`src/core/fdc_map.vh`:
```
/*
 Constants for the disc controller core: register select codes, status
 bit positions, command encodings, timing figures and derived counts.
 Assumes a 10 MHz reference clock; included by bare name.
*/
`ifndef FDC_MAP_VH
`define FDC_MAP_VH

// Register select codes
`define FDC_SEL_CMD_STAT 2'h0
`define FDC_SEL_TRACK 2'h1
`define FDC_SEL_SECTOR 2'h2
`define FDC_SEL_DATA 2'h3

// Status bit positions
`define FDC_ST_BUSY 0
`define FDC_ST_DRQ 1
`define FDC_ST_TRK0 2
`define FDC_ST_LOST 2
`define FDC_ST_WPROT 6
`define FDC_ST_NRDY 7

// Command families, upper nibble of the command byte
`define FDC_CMD_RESTORE 4'h0
`define FDC_CMD_SEEK 4'h1
`define FDC_CMD_STEP_IN 4'h5
`define FDC_CMD_STEP_OUT 4'h7
`define FDC_CMD_READ 4'h8
`define FDC_CMD_WRITE 4'ha
`define FDC_CMD_FORCE 4'hd

// Tracks from this one up to the next carry the high-track indication
`define FDC_HIGH_TRACK_LO 8'h2c
`define FDC_HIGH_TRACK_HI 8'h4c

// Timing, in ns, and cycle counts at 10 MHz (100 ns)
`define FDC_CLK_NS 100
`define FDC_WP_MFM_NS 250
`define FDC_WP_FM_NS 500
`define FDC_WP_MFM_CYC ((`FDC_WP_MFM_NS + `FDC_CLK_NS - 1) / `FDC_CLK_NS)
`define FDC_WP_FM_CYC ((`FDC_WP_FM_NS + `FDC_CLK_NS - 1) / `FDC_CLK_NS)
`define FDC_PRECOMP_CYC 1
`define FDC_STEP_PULSE_CYC 40
`define FDC_BIT_CELL_CYC 40

// Sector payload length
`define FDC_SECTOR_BYTES 128

`endif

```
`src/core/fdc_fifo.v`:
```
/*
 Synchronous FIFO with parameterised width and depth, valid/ready on
 both sides. Assumes one clock, an active-low async reset and a common
 clock enable that freezes it.
*/
`timescale 1ns/1ps
module fdc_fifo #(
  parameter WIDTH = 8,
  parameter DEPTH = 32,
  parameter AW = 5
) (
  // Clock and reset
  input wire i_clk,
  input wire i_rst_n,
  input wire i_ce,
  input wire i_flush,
  // Fill side
  input wire i_in_valid,
  input wire [WIDTH-1:0] i_in_data,
  output wire o_in_ready,
  // Drain side
  output wire o_out_valid,
  output wire [WIDTH-1:0] o_out_data,
  input wire i_out_ready
);
  reg [WIDTH-1:0] mem [0:DEPTH-1];
  reg [AW-1:0] wr_ptr_reg;
  reg [AW-1:0] rd_ptr_reg;
  reg [AW:0] count_reg;
  wire push;
  wire pop;

  // Honest flags straight from the occupancy count
  assign o_in_ready = (count_reg != DEPTH[AW:0]);
  assign o_out_valid = (count_reg != {(AW+1){1'b0}});
  assign o_out_data = mem[rd_ptr_reg];
  assign push = i_in_valid & o_in_ready;
  assign pop = o_out_valid & i_out_ready;

  // Storage array has no reset, saves area
  always @(posedge i_clk) begin
    if (i_ce && push && !i_flush) begin
      mem[wr_ptr_reg] <= i_in_data;
    end
  end

  // Pointers and count
  always @(posedge i_clk or negedge i_rst_n) begin
    if (!i_rst_n) begin
      wr_ptr_reg <= {AW{1'b0}};
      rd_ptr_reg <= {AW{1'b0}};
      count_reg <= {(AW+1){1'b0}};
    end else if (i_ce) begin
      if (i_flush) begin
        wr_ptr_reg <= {AW{1'b0}};
        rd_ptr_reg <= {AW{1'b0}};
        count_reg <= {(AW+1){1'b0}};
      end else begin
        if (push) begin
          wr_ptr_reg <= (wr_ptr_reg == DEPTH[AW-1:0] - 1'b1) ?
            {AW{1'b0}} : wr_ptr_reg + 1'b1;
        end
        if (pop) begin
          rd_ptr_reg <= (rd_ptr_reg == DEPTH[AW-1:0] - 1'b1) ?
            {AW{1'b0}} : rd_ptr_reg + 1'b1;
        end
        if (push && !pop) begin
          count_reg <= count_reg + 1'b1;
        end else if (pop && !push) begin
          count_reg <= count_reg - 1'b1;
        end
      end
    end
  end
endmodule // fdc_fifo

```
`src/core/fdc_core.v`:
```
/*
 Floppy disc controller core: host register port, command sequencer,
 head stepping, write-data pulse generation and read byte assembly.
 Assumes all pins synchronous to i_ref_clk; the analogue separator is
 outside, raw read arrives as already separated bits with a strobe.
*/
`timescale 1ns/1ps
`include "fdc_map.vh"

// Notes on behaviour
// - Precomp input high delays double-density write pulses by a precompensation shift.
// - Master reset low holds reset; on release a Restore runs.
// - Write strobe and chip select low store the bus byte.
// - Read strobe and chip select low drive the register; else released.
// - Two select lines with strobes choose the register accessed.
// - Data request when read byte assembled or write data register empty.
// - Interrupt on command end; cleared by status read or command write.
// - One step output pulse per head step.
// - Direction high steps inward, low outward, steady for each pulse.
// - Clock halved when mini-floppy enable and size select both low.
// - High-track flag on tracks 44 to 76 during read or write.
// - Write gate raised before any data is written.
// - One write pulse per flux change, 250ns MFM or 500ns FM; the core gives 3 cycles (300ns) for MFM.
// - Drive ready sampled before read/write; low skips and interrupts.
// - Head positioning commands ignore drive ready.
// - Write command samples protect; low ends it and sets status bit.
// - Density select low means double density, high single density.
// - Head engaged input high means head treated as loaded.
// - Head load output requests head against medium.
// - Double density engages write precompensation only with the precomp input high.
module fdc_core #(
  parameter FIFO_DEPTH = 32,
  parameter FIFO_AW = 5,
  parameter SECTOR_BYTES = `FDC_SECTOR_BYTES
) (
  // Clock, reset, enable
  input wire i_ref_clk,
  input wire i_rst_n,
  input wire i_ce,
  input wire i_master_reset_n,
  // Host port
  input wire i_chip_select_n,
  input wire i_host_write_strobe_n,
  input wire i_host_read_strobe_n,
  input wire [1:0] i_register_select,
  input wire [7:0] i_bus_in,
  output reg [7:0] o_bus_out,
  output reg o_bus_oe,
  output reg o_data_request,
  output reg o_command_done_irq,
  // Configuration pins
  input wire i_precomp_enable_in,
  input wire i_mini_floppy_enable_n,
  input wire i_size_select_n,
  input wire i_density_select_n,
  // Drive inputs
  input wire i_drive_ready,
  input wire i_write_protect_n,
  input wire i_track_zero_n,
  input wire i_index_pulse_n,
  input wire i_head_engaged_in,
  input wire i_raw_read_bit,
  input wire i_raw_read_strobe,
  // Drive outputs
  output reg o_step,
  output reg o_step_direction,
  output reg o_head_load_out,
  output reg o_write_gate,
  output reg o_write_pulse_out,
  output reg o_high_track_flag
);
  // Sequencer states, one-hot
  localparam ST_IDLE = 8'h01;
  localparam ST_STEP = 8'h02;
  localparam ST_SETTLE = 8'h04;
  localparam ST_HEAD = 8'h08;
  localparam ST_READ = 8'h10;
  localparam ST_WGATE = 8'h20;
  localparam ST_WRITE = 8'h40;
  localparam ST_DONE = 8'h80;
  localparam integer WP_MFM_CYC = `FDC_WP_MFM_CYC;
  localparam integer WP_FM_CYC = `FDC_WP_FM_CYC;

  reg [7:0] state_reg;
  reg [7:0] command_reg;
  reg [7:0] status_reg;
  reg [7:0] track_reg;
  reg [7:0] sector_reg;
  reg [7:0] data_reg;
  reg [7:0] target_reg;
  reg [5:0] timer_reg;
  reg [7:0] bytes_reg;
  reg [7:0] shift_reg;
  reg [3:0] bit_cnt_reg;
  reg [2:0] pulse_cnt_reg;
  reg precomp_reg;
  reg restore_pend_reg;
  reg mr_prev_reg;
  reg half_reg;
  reg wr_prev_reg;
  reg rd_prev_reg;

  wire tick;
  wire double_density;
  wire precomp_on;
  wire wr_edge;
  wire rd_edge;
  wire [3:0] cmd_family;
  wire is_type1;
  wire fifo_in_ready;
  wire fifo_out_valid;
  wire [7:0] fifo_out_data;
  wire fifo_push;
  wire fifo_pop;
  wire fifo_flush;
  wire ce;

  // Internal halving when both straps low
  assign tick = (i_mini_floppy_enable_n | i_size_select_n) | half_reg;
  assign ce = i_ce & i_master_reset_n;
  assign double_density = ~i_density_select_n;
  // Precomp needs the pin and double density
  assign precomp_on = i_precomp_enable_in & double_density;
  assign wr_edge = ~i_chip_select_n & ~i_host_write_strobe_n & wr_prev_reg;
  assign rd_edge = ~i_chip_select_n & ~i_host_read_strobe_n & rd_prev_reg;
  assign cmd_family = command_reg[7:4];
  assign is_type1 = ~command_reg[7];

  // Data buffer: host bytes in write mode, disc bytes in read mode
  assign fifo_push =
    (state_reg[4] ? (i_raw_read_strobe && bit_cnt_reg == 4'h7 && tick) :
    (wr_edge && i_register_select == `FDC_SEL_DATA));
  assign fifo_pop = state_reg[6] ? (tick && bit_cnt_reg == 4'h0 &&
    timer_reg == 6'h00) : (rd_edge && i_register_select == `FDC_SEL_DATA);
  assign fifo_flush = wr_edge && i_register_select == `FDC_SEL_CMD_STAT;

  fdc_fifo #(
    .WIDTH(8),
    .DEPTH(FIFO_DEPTH),
    .AW(FIFO_AW)
  ) u_fifo (
    .i_clk(i_ref_clk),
    .i_rst_n(i_rst_n),
    .i_ce(ce),
    .i_flush(fifo_flush),
    .i_in_valid(fifo_push),
    .i_in_data(state_reg[4] ? {shift_reg[6:0], i_raw_read_bit} :
      i_bus_in),
    .o_in_ready(fifo_in_ready),
    .o_out_valid(fifo_out_valid),
    .o_out_data(fifo_out_data),
    .i_out_ready(fifo_pop)
  );

  // Strobe history, edge detect on falling strobes
  always @(posedge i_ref_clk or negedge i_rst_n) begin
    if (!i_rst_n) begin
      wr_prev_reg <= 1'b1;
      rd_prev_reg <= 1'b1;
      half_reg <= 1'b0;
      mr_prev_reg <= 1'b0;
    end else if (i_ce) begin
      wr_prev_reg <= i_chip_select_n | i_host_write_strobe_n;
      rd_prev_reg <= i_chip_select_n | i_host_read_strobe_n;
      half_reg <= ~half_reg;
      mr_prev_reg <= i_master_reset_n;
    end
  end

  // Host read path, registered drive
  always @(posedge i_ref_clk or negedge i_rst_n) begin
    if (!i_rst_n) begin
      o_bus_out <= 8'h00;
      o_bus_oe <= 1'b0;
    end else if (i_ce) begin
      o_bus_oe <= ~i_chip_select_n & ~i_host_read_strobe_n;
      case (i_register_select)
        `FDC_SEL_CMD_STAT: o_bus_out <= status_reg;
        `FDC_SEL_TRACK: o_bus_out <= track_reg;
        `FDC_SEL_SECTOR: o_bus_out <= sector_reg;
        default: o_bus_out <= fifo_out_valid ? fifo_out_data : data_reg;
      endcase
    end
  end

  // Command sequencer, registers and drive outputs
  always @(posedge i_ref_clk or negedge i_rst_n) begin
    if (!i_rst_n) begin
      state_reg <= ST_IDLE;
      command_reg <= 8'h00;
      status_reg <= 8'h00;
      track_reg <= 8'h00;
      sector_reg <= 8'h01;
      data_reg <= 8'h00;
      target_reg <= 8'h00;
      timer_reg <= 6'h00;
      bytes_reg <= 8'h00;
      shift_reg <= 8'h00;
      bit_cnt_reg <= 4'h0;
      pulse_cnt_reg <= 3'h0;
      precomp_reg <= 1'b0;
      restore_pend_reg <= 1'b1;
      o_data_request <= 1'b0;
      o_command_done_irq <= 1'b0;
      o_step <= 1'b0;
      o_step_direction <= 1'b0;
      o_head_load_out <= 1'b0;
      o_write_gate <= 1'b0;
      o_write_pulse_out <= 1'b0;
      o_high_track_flag <= 1'b0;
    end else if (i_ce && !i_master_reset_n) begin
      // Held in reset while the pin is low
      state_reg <= ST_IDLE;
      restore_pend_reg <= 1'b1;
      o_write_gate <= 1'b0;
      o_write_pulse_out <= 1'b0;
      o_step <= 1'b0;
      o_command_done_irq <= 1'b0;
      o_data_request <= 1'b0;
    end else if (i_ce) begin
      // Host register writes
      if (wr_edge) begin
        case (i_register_select)
          `FDC_SEL_CMD_STAT: begin
            command_reg <= i_bus_in;
            o_command_done_irq <= 1'b0;
            status_reg <= 8'h01;
            state_reg <= ST_HEAD;
          end
          `FDC_SEL_TRACK: track_reg <= i_bus_in;
          `FDC_SEL_SECTOR: sector_reg <= i_bus_in;
          default: data_reg <= i_bus_in;
        endcase
      end else if (restore_pend_reg && mr_prev_reg) begin
        // Restore after reset release
        restore_pend_reg <= 1'b0;
        command_reg <= {`FDC_CMD_RESTORE, 4'h0};
        status_reg <= 8'h01;
        state_reg <= ST_HEAD;
      end
      // Status read clears interrupt; a set in the same cycle wins
      if (rd_edge && i_register_select == `FDC_SEL_CMD_STAT &&
          !state_reg[7]) begin
        o_command_done_irq <= 1'b0;
      end
      if (fifo_pop && !state_reg[6]) begin
        data_reg <= fifo_out_data;
      end
      // Data request: read byte waiting, or write buffer empty
      o_data_request <= (~is_type1 & ~cmd_family[1] & fifo_out_valid) |
        ((state_reg[5] | state_reg[6]) & fifo_in_ready & ~fifo_out_valid &
        (bytes_reg != 8'h00));
      status_reg[`FDC_ST_DRQ] <= o_data_request;
      // High track only meaningful in read/write
      o_high_track_flag <= (track_reg >= `FDC_HIGH_TRACK_LO) &&
        (track_reg <= `FDC_HIGH_TRACK_HI) && !is_type1;
      if (timer_reg != 6'h00 && tick) begin
        timer_reg <= timer_reg - 6'h01;
      end
      if (!wr_edge && tick) begin
        case (state_reg)
          ST_IDLE: begin
            o_write_gate <= 1'b0;
          end
          ST_HEAD: begin
            o_head_load_out <= 1'b1;
            if (is_type1) begin
              // Positioning ignores drive ready
              case (cmd_family)
                `FDC_CMD_RESTORE: target_reg <= 8'h00;
                `FDC_CMD_SEEK: target_reg <= data_reg;
                `FDC_CMD_STEP_IN: target_reg <= track_reg + 8'h01;
                default: target_reg <= track_reg - 8'h01;
              endcase
              state_reg <= ST_SETTLE;
            end else if (!i_drive_ready) begin
              status_reg[`FDC_ST_NRDY] <= 1'b1;
              state_reg <= ST_DONE;
            end else if (cmd_family[1] && !i_write_protect_n) begin
              status_reg[`FDC_ST_WPROT] <= 1'b1;
              state_reg <= ST_DONE;
            end else if (i_head_engaged_in) begin
              // Wait for engaged head before data
              bytes_reg <= SECTOR_BYTES[7:0];
              bit_cnt_reg <= 4'h0;
              state_reg <= cmd_family[1] ? ST_WGATE : ST_READ;
            end
          end
          ST_SETTLE: begin
            if (timer_reg == 6'h00) begin
              if ((cmd_family == `FDC_CMD_RESTORE && !i_track_zero_n) ||
                  (cmd_family != `FDC_CMD_RESTORE &&
                  track_reg == target_reg)) begin
                if (!i_track_zero_n) begin
                  track_reg <= 8'h00;
                end
                status_reg[`FDC_ST_TRK0] <= ~i_track_zero_n;
                state_reg <= ST_DONE;
              end else begin
                // Direction set a step ahead of the pulse
                o_step_direction <= (cmd_family != `FDC_CMD_RESTORE) &&
                  (target_reg > track_reg);
                timer_reg <= 6'h02;
                state_reg <= ST_STEP;
              end
            end
          end
          ST_STEP: begin
            if (timer_reg == 6'h01) begin
              o_step <= 1'b1;
              track_reg <= o_step_direction ? track_reg + 8'h01 :
                track_reg - 8'h01;
            end else if (timer_reg == 6'h00) begin
              o_step <= 1'b0;
              timer_reg <= 6'd `FDC_STEP_PULSE_CYC;
              state_reg <= ST_SETTLE;
            end
          end
          ST_READ: begin
            // Assemble bits from the separator
            if (i_raw_read_strobe) begin
              shift_reg <= {shift_reg[6:0], i_raw_read_bit};
              bit_cnt_reg <= bit_cnt_reg[2:0] == 3'h7 ? 4'h0 :
                bit_cnt_reg + 4'h1;
              if (bit_cnt_reg == 4'h7) begin
                bytes_reg <= bytes_reg - 8'h01;
                if (bytes_reg == 8'h01) begin
                  state_reg <= ST_DONE;
                end
              end
            end
          end
          ST_WGATE: begin
            o_write_gate <= 1'b1;
            if (o_write_gate && fifo_out_valid) begin
              state_reg <= ST_WRITE;
            end
          end
          ST_WRITE: begin
            // Serialise, one pulse per one bit
            if (timer_reg == 6'h00) begin
              if (bit_cnt_reg == 4'h0 && bytes_reg == 8'h00) begin
                // Last cell has run out, so the gate cuts no pulse
                state_reg <= ST_DONE;
              end else if (bit_cnt_reg == 4'h0) begin
                shift_reg <= fifo_out_valid ? fifo_out_data : 8'h00;
                if (!fifo_out_valid) begin
                  status_reg[`FDC_ST_LOST] <= 1'b1;
                end
                bytes_reg <= bytes_reg - 8'h01;
                bit_cnt_reg <= 4'h8;
              end else begin
                if (shift_reg[7]) begin
                  precomp_reg <= precomp_on;
                  pulse_cnt_reg <= double_density ?
                    WP_MFM_CYC[2:0] : WP_FM_CYC[2:0];
                end
                shift_reg <= {shift_reg[6:0], 1'b0};
                bit_cnt_reg <= bit_cnt_reg - 4'h1;
                timer_reg <= 6'd `FDC_BIT_CELL_CYC;
              end
            end
          end
          ST_DONE: begin
            o_write_gate <= 1'b0;
            status_reg[`FDC_ST_BUSY] <= 1'b0;
            o_command_done_irq <= 1'b1;
            state_reg <= ST_IDLE;
          end
          default: state_reg <= ST_IDLE;
        endcase
      end
      // Pulse shaper, precomp holds off the pulse one cycle
      if (precomp_reg) begin
        precomp_reg <= 1'b0;
      end else if (pulse_cnt_reg != 3'h0) begin
        o_write_pulse_out <= 1'b1;
        pulse_cnt_reg <= pulse_cnt_reg - 3'h1;
      end else begin
        o_write_pulse_out <= 1'b0;
      end
    end
  end
endmodule // fdc_core

```
`config.mk`:
```
export PLATFORM = sky130hd
export DESIGN_NAME = fdc_core
export DESIGN_NICKNAME = d
export VERILOG_FILES = /design/src/core/fdc_fifo.v /design/src/core/fdc_core.v
export VERILOG_INCLUDE_DIRS = /design/src /design/src/core
export SDC_FILE = /design/constraint.sdc
export NUM_CORES = 1
export LEC_CHECK = 0
export BUFFER_PORTS_ARGS = -buffer_cell sky130_fd_sc_hd__buf_2
export CELL_PAD_IN_SITES_DETAIL_PLACEMENT = 0
export CELL_PAD_IN_SITES_GLOBAL_PLACEMENT = 1
export CORE_UTILIZATION = 50
export DETAILED_ROUTE_END_ITERATION = 10
export PLACE_DENSITY = 0.8
export SKIP_LAST_GASP = 1
export SYNTH_ARGS = -nofsm -noshare
export SYNTH_HDL_FRONTEND = slang
export SYNTH_SLANG_ARGS = --single-unit
```
`constraint.sdc`:
```
create_clock -name i_ref_clk -period 4.3 [get_ports i_ref_clk]
set_input_delay 0.645 -clock i_ref_clk [delete_from_list [all_inputs] [get_ports i_ref_clk]]
set_output_delay 0.645 -clock i_ref_clk [all_outputs]
set_load 0.01 [all_outputs]
```
# Word-level counts from Yosys, hierarchy flattened

Memory sizes are Yosys's and may differ from the RTL's.
Index checks and enable logic that the tools add are counted.
W data, S select, Z words.

Bits in latches: 0
Logic and storage cells: 341
Register bits: 124
Input bits: 28
Bits in writable memories: 256
Memories kept: 1
Bits in read-only memories: 0

Memory list:

| name       | depth | width | read ports | clocked after Yosys merged registers in | write ports | RTL line      | source |
|---|---|---|---|---|---|---|---|
| u_fifo.mem | 32    | 8     | 1          | 0                                       | 1           | fdc_fifo.v:26 | `reg [WIDTH-1:0] mem [0:DEPTH-1];` |

$lt $le $gt $ge: 3
Div/mod/pow operators: 0
Shift operators: 0
Muxes and demuxes: 152
$mul: 0
Reductions and logical operators: 78
Bitwise gates (word level): 30
Add/subtract/negate cells: 11
Equality and inequality tests: 34

Operators by type and width:

| kind                  | number |
|---|---|
| $mux W8               | 53 |
| $mux W6               | 13 |
| $pmux W8 S3           | 3 |
| $pmux W8 S7           | 1 |
| $mux W1               | 49 |
| $mux W4               | 9 |
| $pmux W8 S2           | 2 |
| $mux W5               | 6 |
| $mux W3               | 9 |
| $logic_and A1 B1 Y1   | 26 |
| $reduce_and A4 Y1     | 5 |
| $ne A2 B2 Y1 const B  | 9 |
| $pmux W6 S3           | 1 |
| $reduce_bool A2 Y1    | 9 |
| $eq A8 B1 Y1 const B  | 2 |
| $sub A8 B1 Y8 const B | 2 |
| $reduce_bool A3 Y1    | 5 |
| $and A1 B1 Y1         | 13 |
| $reduce_and A13 Y1    | 1 |
| $pmux W4 S3           | 1 |
| $reduce_bool A6 Y1    | 2 |
| $sub A6 B1 Y6 const B | 2 |
| $not A1 Y1            | 11 |
| $reduce_and A11 Y1    | 1 |
| 44 further kinds      | 73 |

# Logic depth before layout (Yosys ltp)

Depth in word-level cells: 12
Depth in mapped cells: 14
Mapped depth without buffers: 13

# Cells and area by module

A second synthesis with hierarchy kept.

Cell total of the unflattened synthesis: 1283
Area, all modules: 17648.2 µm²

By module, submodules not included:

| module   | cells an instance | area each (µm²) | seq. area each (µm²) | instances |
|---|---|---|---|---|
| fdc_fifo | 558               | 11041.8         | 8087.8               | 1 |
| fdc_core | 725               | 6606.3          | 2533.7               | 1 |

# Worst setup path after synthesis

No wires, ideal clock.

Path type: input -> register
Start point: input i_host_write_strobe_n
End point: register u_fifo.count_reg[5]
Setup time: 0.069 ns
Cell stages on the path: 13
Slack: 0.658 ns
Arrival: 3.574 ns
Data required time: 4.231 ns
Cell sequence: or3b_1 clkbuf_1 or3_1 a22o_1 clkbuf_1 or2_2 ha_1 o21ai_0 o21bai_1 a21oi_1 or3_4 a2111o_1 nand3_1

Longest elaborated chain between the ends: 10
Elaborated cells between the ends (all ways): 14
Classes of those cells: 3 x mux; 4 x bitwise; 7 x reduce/logical

Ends and longest elaborated chain:

| what                                 | RTL line       | source |
|---|---|---|
| start: declaration                   | fdc_core.v:43  | `input wire i_host_write_strobe_n,` |
| $not A1 Y1 *                         | fdc_core.v:124 | `assign wr_edge = ~i_chip_select_n & ~i_host_write_strobe_n & wr_prev_reg;` |
| $and A1 B1 Y1 * (2 in a row)         | fdc_core.v:124 |  |
| $logic_and A1 B1 Y1 (no source line) | --             |  |
| $mux W1                              | fdc_core.v:131 | `(state_reg[4] ? (i_raw_read_strobe && bit_cnt_reg == 4'h7 && tick) :` |
| $and A1 B1 Y1                        | fdc_fifo.v:37  | `assign push = i_in_valid & o_in_ready;` |
| $logic_not A1 Y1                     | fdc_fifo.v:69  | `end else if (pop && !push) begin` |
| $logic_and A1 B1 Y1                  | fdc_fifo.v:69  |  |
| $reduce_bool A3 Y1 (no source line)  | --             |  |
| $reduce_and A2 Y1 (no source line)   | --             |  |
| end signal: assignment               | fdc_fifo.v:57  | `count_reg <= {(AW+1){1'b0}};` |
| end signal: assignment               | fdc_fifo.v:68  | `count_reg <= count_reg + 1'b1;` |
| end signal: assignment               | fdc_fifo.v:70  | `count_reg <= count_reg - 1'b1;` |
| end: declaration                     | fdc_fifo.v:29  | `reg [AW:0] count_reg;` |

Mark *: on every way between the ends. The rest lies on a longest branch, timed or not.
A chain may end at the register's enable or synchronous reset.

# Final worst setup path

Start point: register bit_cnt_reg[0]
End point: register u_fifo.count_reg[5]

Longest elaborated chain between the ends: 9
Elaborated cells between the ends (all ways): 18
Classes of those cells: 1 x eq/ne; 4 x mux; 2 x bitwise; 11 x reduce/logical

Ends and longest elaborated chain:

| what                                                           | RTL line                       | source |
|---|---|---|
| start: declaration                                             | fdc_core.v:94                  | `reg [3:0] bit_cnt_reg;` |
| start signal: assignment                                       | fdc_core.v:323                 | `bit_cnt_reg <= bit_cnt_reg[2:0] == 3'h7 ? 4'h0 :` |
| start signal: assignment                                       | fdc_core.v:359                 | `bit_cnt_reg <= bit_cnt_reg - 4'h1;` |
| $eq A4 B3 Y1 or $logic_not A4 Y1 (tied branches)               | fdc_core.v:131, fdc_core.v:133 |  |
| $logic_and A1 B1 Y1 (on tied branches) (2 in a row)            | fdc_core.v:131, fdc_core.v:133 |  |
| $mux W1 (on tied branches)                                     | fdc_core.v:131, fdc_core.v:133 |  |
| $and A1 B1 Y1 (on tied branches)                               | fdc_fifo.v:37, fdc_fifo.v:38   |  |
| $logic_not A1 Y1 (on tied branches)                            | fdc_fifo.v:69, fdc_fifo.v:67   |  |
| $logic_and A1 B1 Y1 (on tied branches)                         | fdc_fifo.v:69, fdc_fifo.v:67   |  |
| $reduce_bool A3 Y1 (no source line) or $mux W6 (tied branches) | --                             |  |
| $reduce_and A2 Y1 (no source line) or $mux W6 (tied branches)  | --                             |  |

Parallel ways exist; a longest one is shown, timed or not.

==> impl_results.md <==
- Status: completed
- Detailed-route via count: 11,600
- Transition time at the pin with the least slew margin: between 1 and 1.5 ns
- Slowest stage cell on the critical path: or3b_2
- Most area-hungry cell type in the Yosys netlist: edfxtp_1
- Leading cell types in the layout, fill and taps excluded: edfxtp_1 (256), nand2_1 (116), dfrtp_1 (110)
- Final non-filler cell area: 19,900 sq um
- Peak ir drop on the vdd network: approximately 380 uV
- Max-slew headroom: between 20% and 30%
- Final instance count without filler cells: 1,860
- Number of setup buffers added after CTS: 0
- Peak per-stage delay on the critical path: 0.51 ns
- Leading cell types by total area after synthesis: edfxtp_1 (44%), dfrtp_1 (16%), mux4_2 (10%), nand2_1 (2.5%), ha_1 (2.3%)
- Cell area reported after detailed placement: 18,500 sq um
- Pins over their slew limit: 0
- Start-to-end type of the worst setup path: register to register
- Number of port buffers: 43
- Register-to-register setup slack: 0.64 ns
- Most frequently used flop master after synthesis: edfxtp_1
- CTS tree: built
- Area delta synth->final: 13.6%
- Register area share after synthesis: 60.8%
- Maximum number of pins on one net before global-route repair: 72
- 1st-pass router iterations: 6
- Worst r2r path cells: 13
- Clock period minus worst slack: 3.66 ns
- Number of primary I/O pins: 45
- Number of antenna violations at the first check in global routing: 0
- Routability congestion estimate: slightly above 0.9
- Die boundary width: approximately 190 um
- Pleak: 7.19 nW
- Sum of negative setup slack: 0 ns
- Clock slew at reported path FFs: 0.06 ns
- Library cells used by synthesis: a little under 80
- Vias in the first global route: about 11,000
- Fraction of final layout cells sized beyond drive strength 1: 21.7%
- Residual DRC: 0
- DRC marker count from the first detailed-route iteration: 1,274
- Critical path's top delay family: compound AO/OA/AOI/OAI gates
- Clock sink count: 373
- Average footprint of a synthesized cell: approximately 14 sq um
- Number of cells produced by synthesis: 1,291
- Die area: ~36,000 sq um
- Achievable Freq: about 270 MHz
- Required time of the critical path: 4.80 ns
- Hold Vio Cnt, Final: 0
- Cell-by-cell listing of the critical path: inv_1, ha_1, or3b_2, nor4_1, o21a_1, or2_2, ha_1, a211oi_1, o21bai_1, a21oi_1, nand3_1, a2111o_1, nand3_1
- Commonest non-fill, non-tap cell in the layout: edfxtp_1
- Asr flop ratio synth: between 30% and 40%
- Endpoint of the worst-slack reg-to-reg timing path: u_fifo.count_reg[5]
- Clock latency reported for the late side of the worst-skew pair: 0.56 ns
- Post-synth EDFFs: 256
- Launching point of the worst reg2reg path: bit_cnt_reg[0]
- Critical path buffer and inverter count: 1
- Remaining number of nets flagged by the antenna check after routing: 0
- H-tree levels: 2
- Synthesized flop and latch total: 373
- Detailed Route WL: 44.5 mm
- Final Cycle Share: 85.0%
- Count of endpoints failing setup in the final report: 0
- Final routed wire length divided by cell count: 24.0 um
- Register containing the most flip-flops in the final layout: u_fifo.mem
- Element type at the critical path start: register
- Syn Nets: 1,352
- Placeable core region: 34,500 sq um
- Sum of net half-perimeters after detailed placement: 30.1 mm
- Overall track demand over capacity in global routing: 25.5%
- Type of the tightest min-delay check: primary input to asynchronous set/reset pin
- Arr. time, crit path: ~4.2 ns
- Number of cells after detailed placement: 1,790
- Summed instance area of the synthesized netlist: 17,500 sq um
- Number of hold buffers added after CTS: 0
- Quantity of gates resized following cts: 0
- Maxcap violations: 0
- Number of nets in the layout: approximately 1,400
- Number of buffers added by the clock tree synthesis step: 38
- Number of flip-flops in the largest register: 256
- CTS root buf: clkbuf_16
- Vias per Instance: about 6.2
- Count of inserted antenna diode cells: 0
- Maximum clock skew at final layout: 0.0321 ns
- Maximum buffer depth of the clock tree: 3
- Setup repair after global routing missed its margin: false
- Total power per unit cell area: approximately 480 nW/um^2
- Effective utilization at floorplan: 50.7%
- Die Y-Extent: 189 um
- Share of the synthesized area in the top cell type: 44.0%
- Warnings from Yosys: 0
- Largest fanout on the critical path: 10
- Core Rows: 68
- Tot Pwr: between 0.009 and 0.01 W
- Aggregate global routing overflow: 0
- Wire length of the first global-routing pass: slightly below 70 mm
- Endpoint class of the critical path: register
==> layout make-up <==
class	instances	area, sq um
Multi-Input combinational cell	813	6440
Sequential cell	373	10600
Clock inverter	25	332
Fill cell	2732	14600
Timing Repair Buffer	108	718
Tap cell	455	569
Inverter	41	154
Clock buffer	45	1010
==> layer usage <==
| layer | wire [um] | GRT usage, % | vias to the layer above |
|---|---|---|---|
| li1 | - | - | 5182 |
| met1 | 18200 | 34.7 | 5816 |
| met2 | 22000 | 42.4 | 483 |
| met3 | 3070 | 3.74 | 96 |
| met4 | 1270 | 8.03 | 0 |
| met5 | 0 | 0 | - |
==> cells in the mapped netlist, types with 9 or more instances <==
library cell	number
a21o_1	13
a21oi_1	45
a31oi_1	15
and3_1	13
buf_2	9
clkbuf_1	47
dfrtp_1	112
edfxtp_1	256
ha_1	32
inv_1	40
mux2_2	30
mux2i_1	13
mux4_2	78
nand2_1	116
nand3_1	34
nand4_1	13
nor2_1	94
nor3_1	25
nor4_1	14
o21ai_0	72
o31ai_1	11
or3_1	15
xnor2_1	11
==> metrics by stage <==
| step | setup slack (ns) | hold slack, ns | utilization (%) |
|---|---|---|---|
| after floorplan | 0.658 | 0.349 | - |
| after global placement | 0.612 | 0.449 | 53.7 |
| after detailed placement | 0.651 | 0.472 | 53.7 |
| after CTS | 0.649 | 0.266 | 57.6 |
| after global routing | 0.359 | 0.319 | 57.6 |
| final | 0.645 | 0.245 | 57.6 |
==> kinds of logic after synthesis <==
kind of cell / share of synthesized area [%]
AOI/OAI and AO/OA: 10.0
xor gates and xnor gates: 0.902
adders and majority gates: 2.40
buffers and inverters: 2.40
DFF: 60.8
muxes: 12.7
and+or+nand+nor: 10.8
==> how the worst max path moves through the flow <==
stage	depth (start not counted)	startpoint	slack (ns)	endpoint
after detailed placement	12	i_chip_select_n	0.65	u_fifo.count_reg[5]
after global placement	12	i_chip_select_n	0.61	u_fifo.count_reg[5]
after global routing	13	bit_cnt_reg[0]	0.36	u_fifo.count_reg[5]
after floorplan	13	i_host_write_strobe_n	0.66	u_fifo.count_reg[5]
after CTS	13	bit_cnt_reg[0]	0.65	u_fifo.count_reg[5]
final	13	bit_cnt_reg[0]	0.64	u_fifo.count_reg[5]
==> power breakdown <==
group          total (W)  switching (W)  internal, W
sequential       0.00431       0.000275      0.00404
clock            0.00352        0.00145      0.00207
combinational    0.00163       0.000889     0.000740
(Power assumes the default switching activity.)
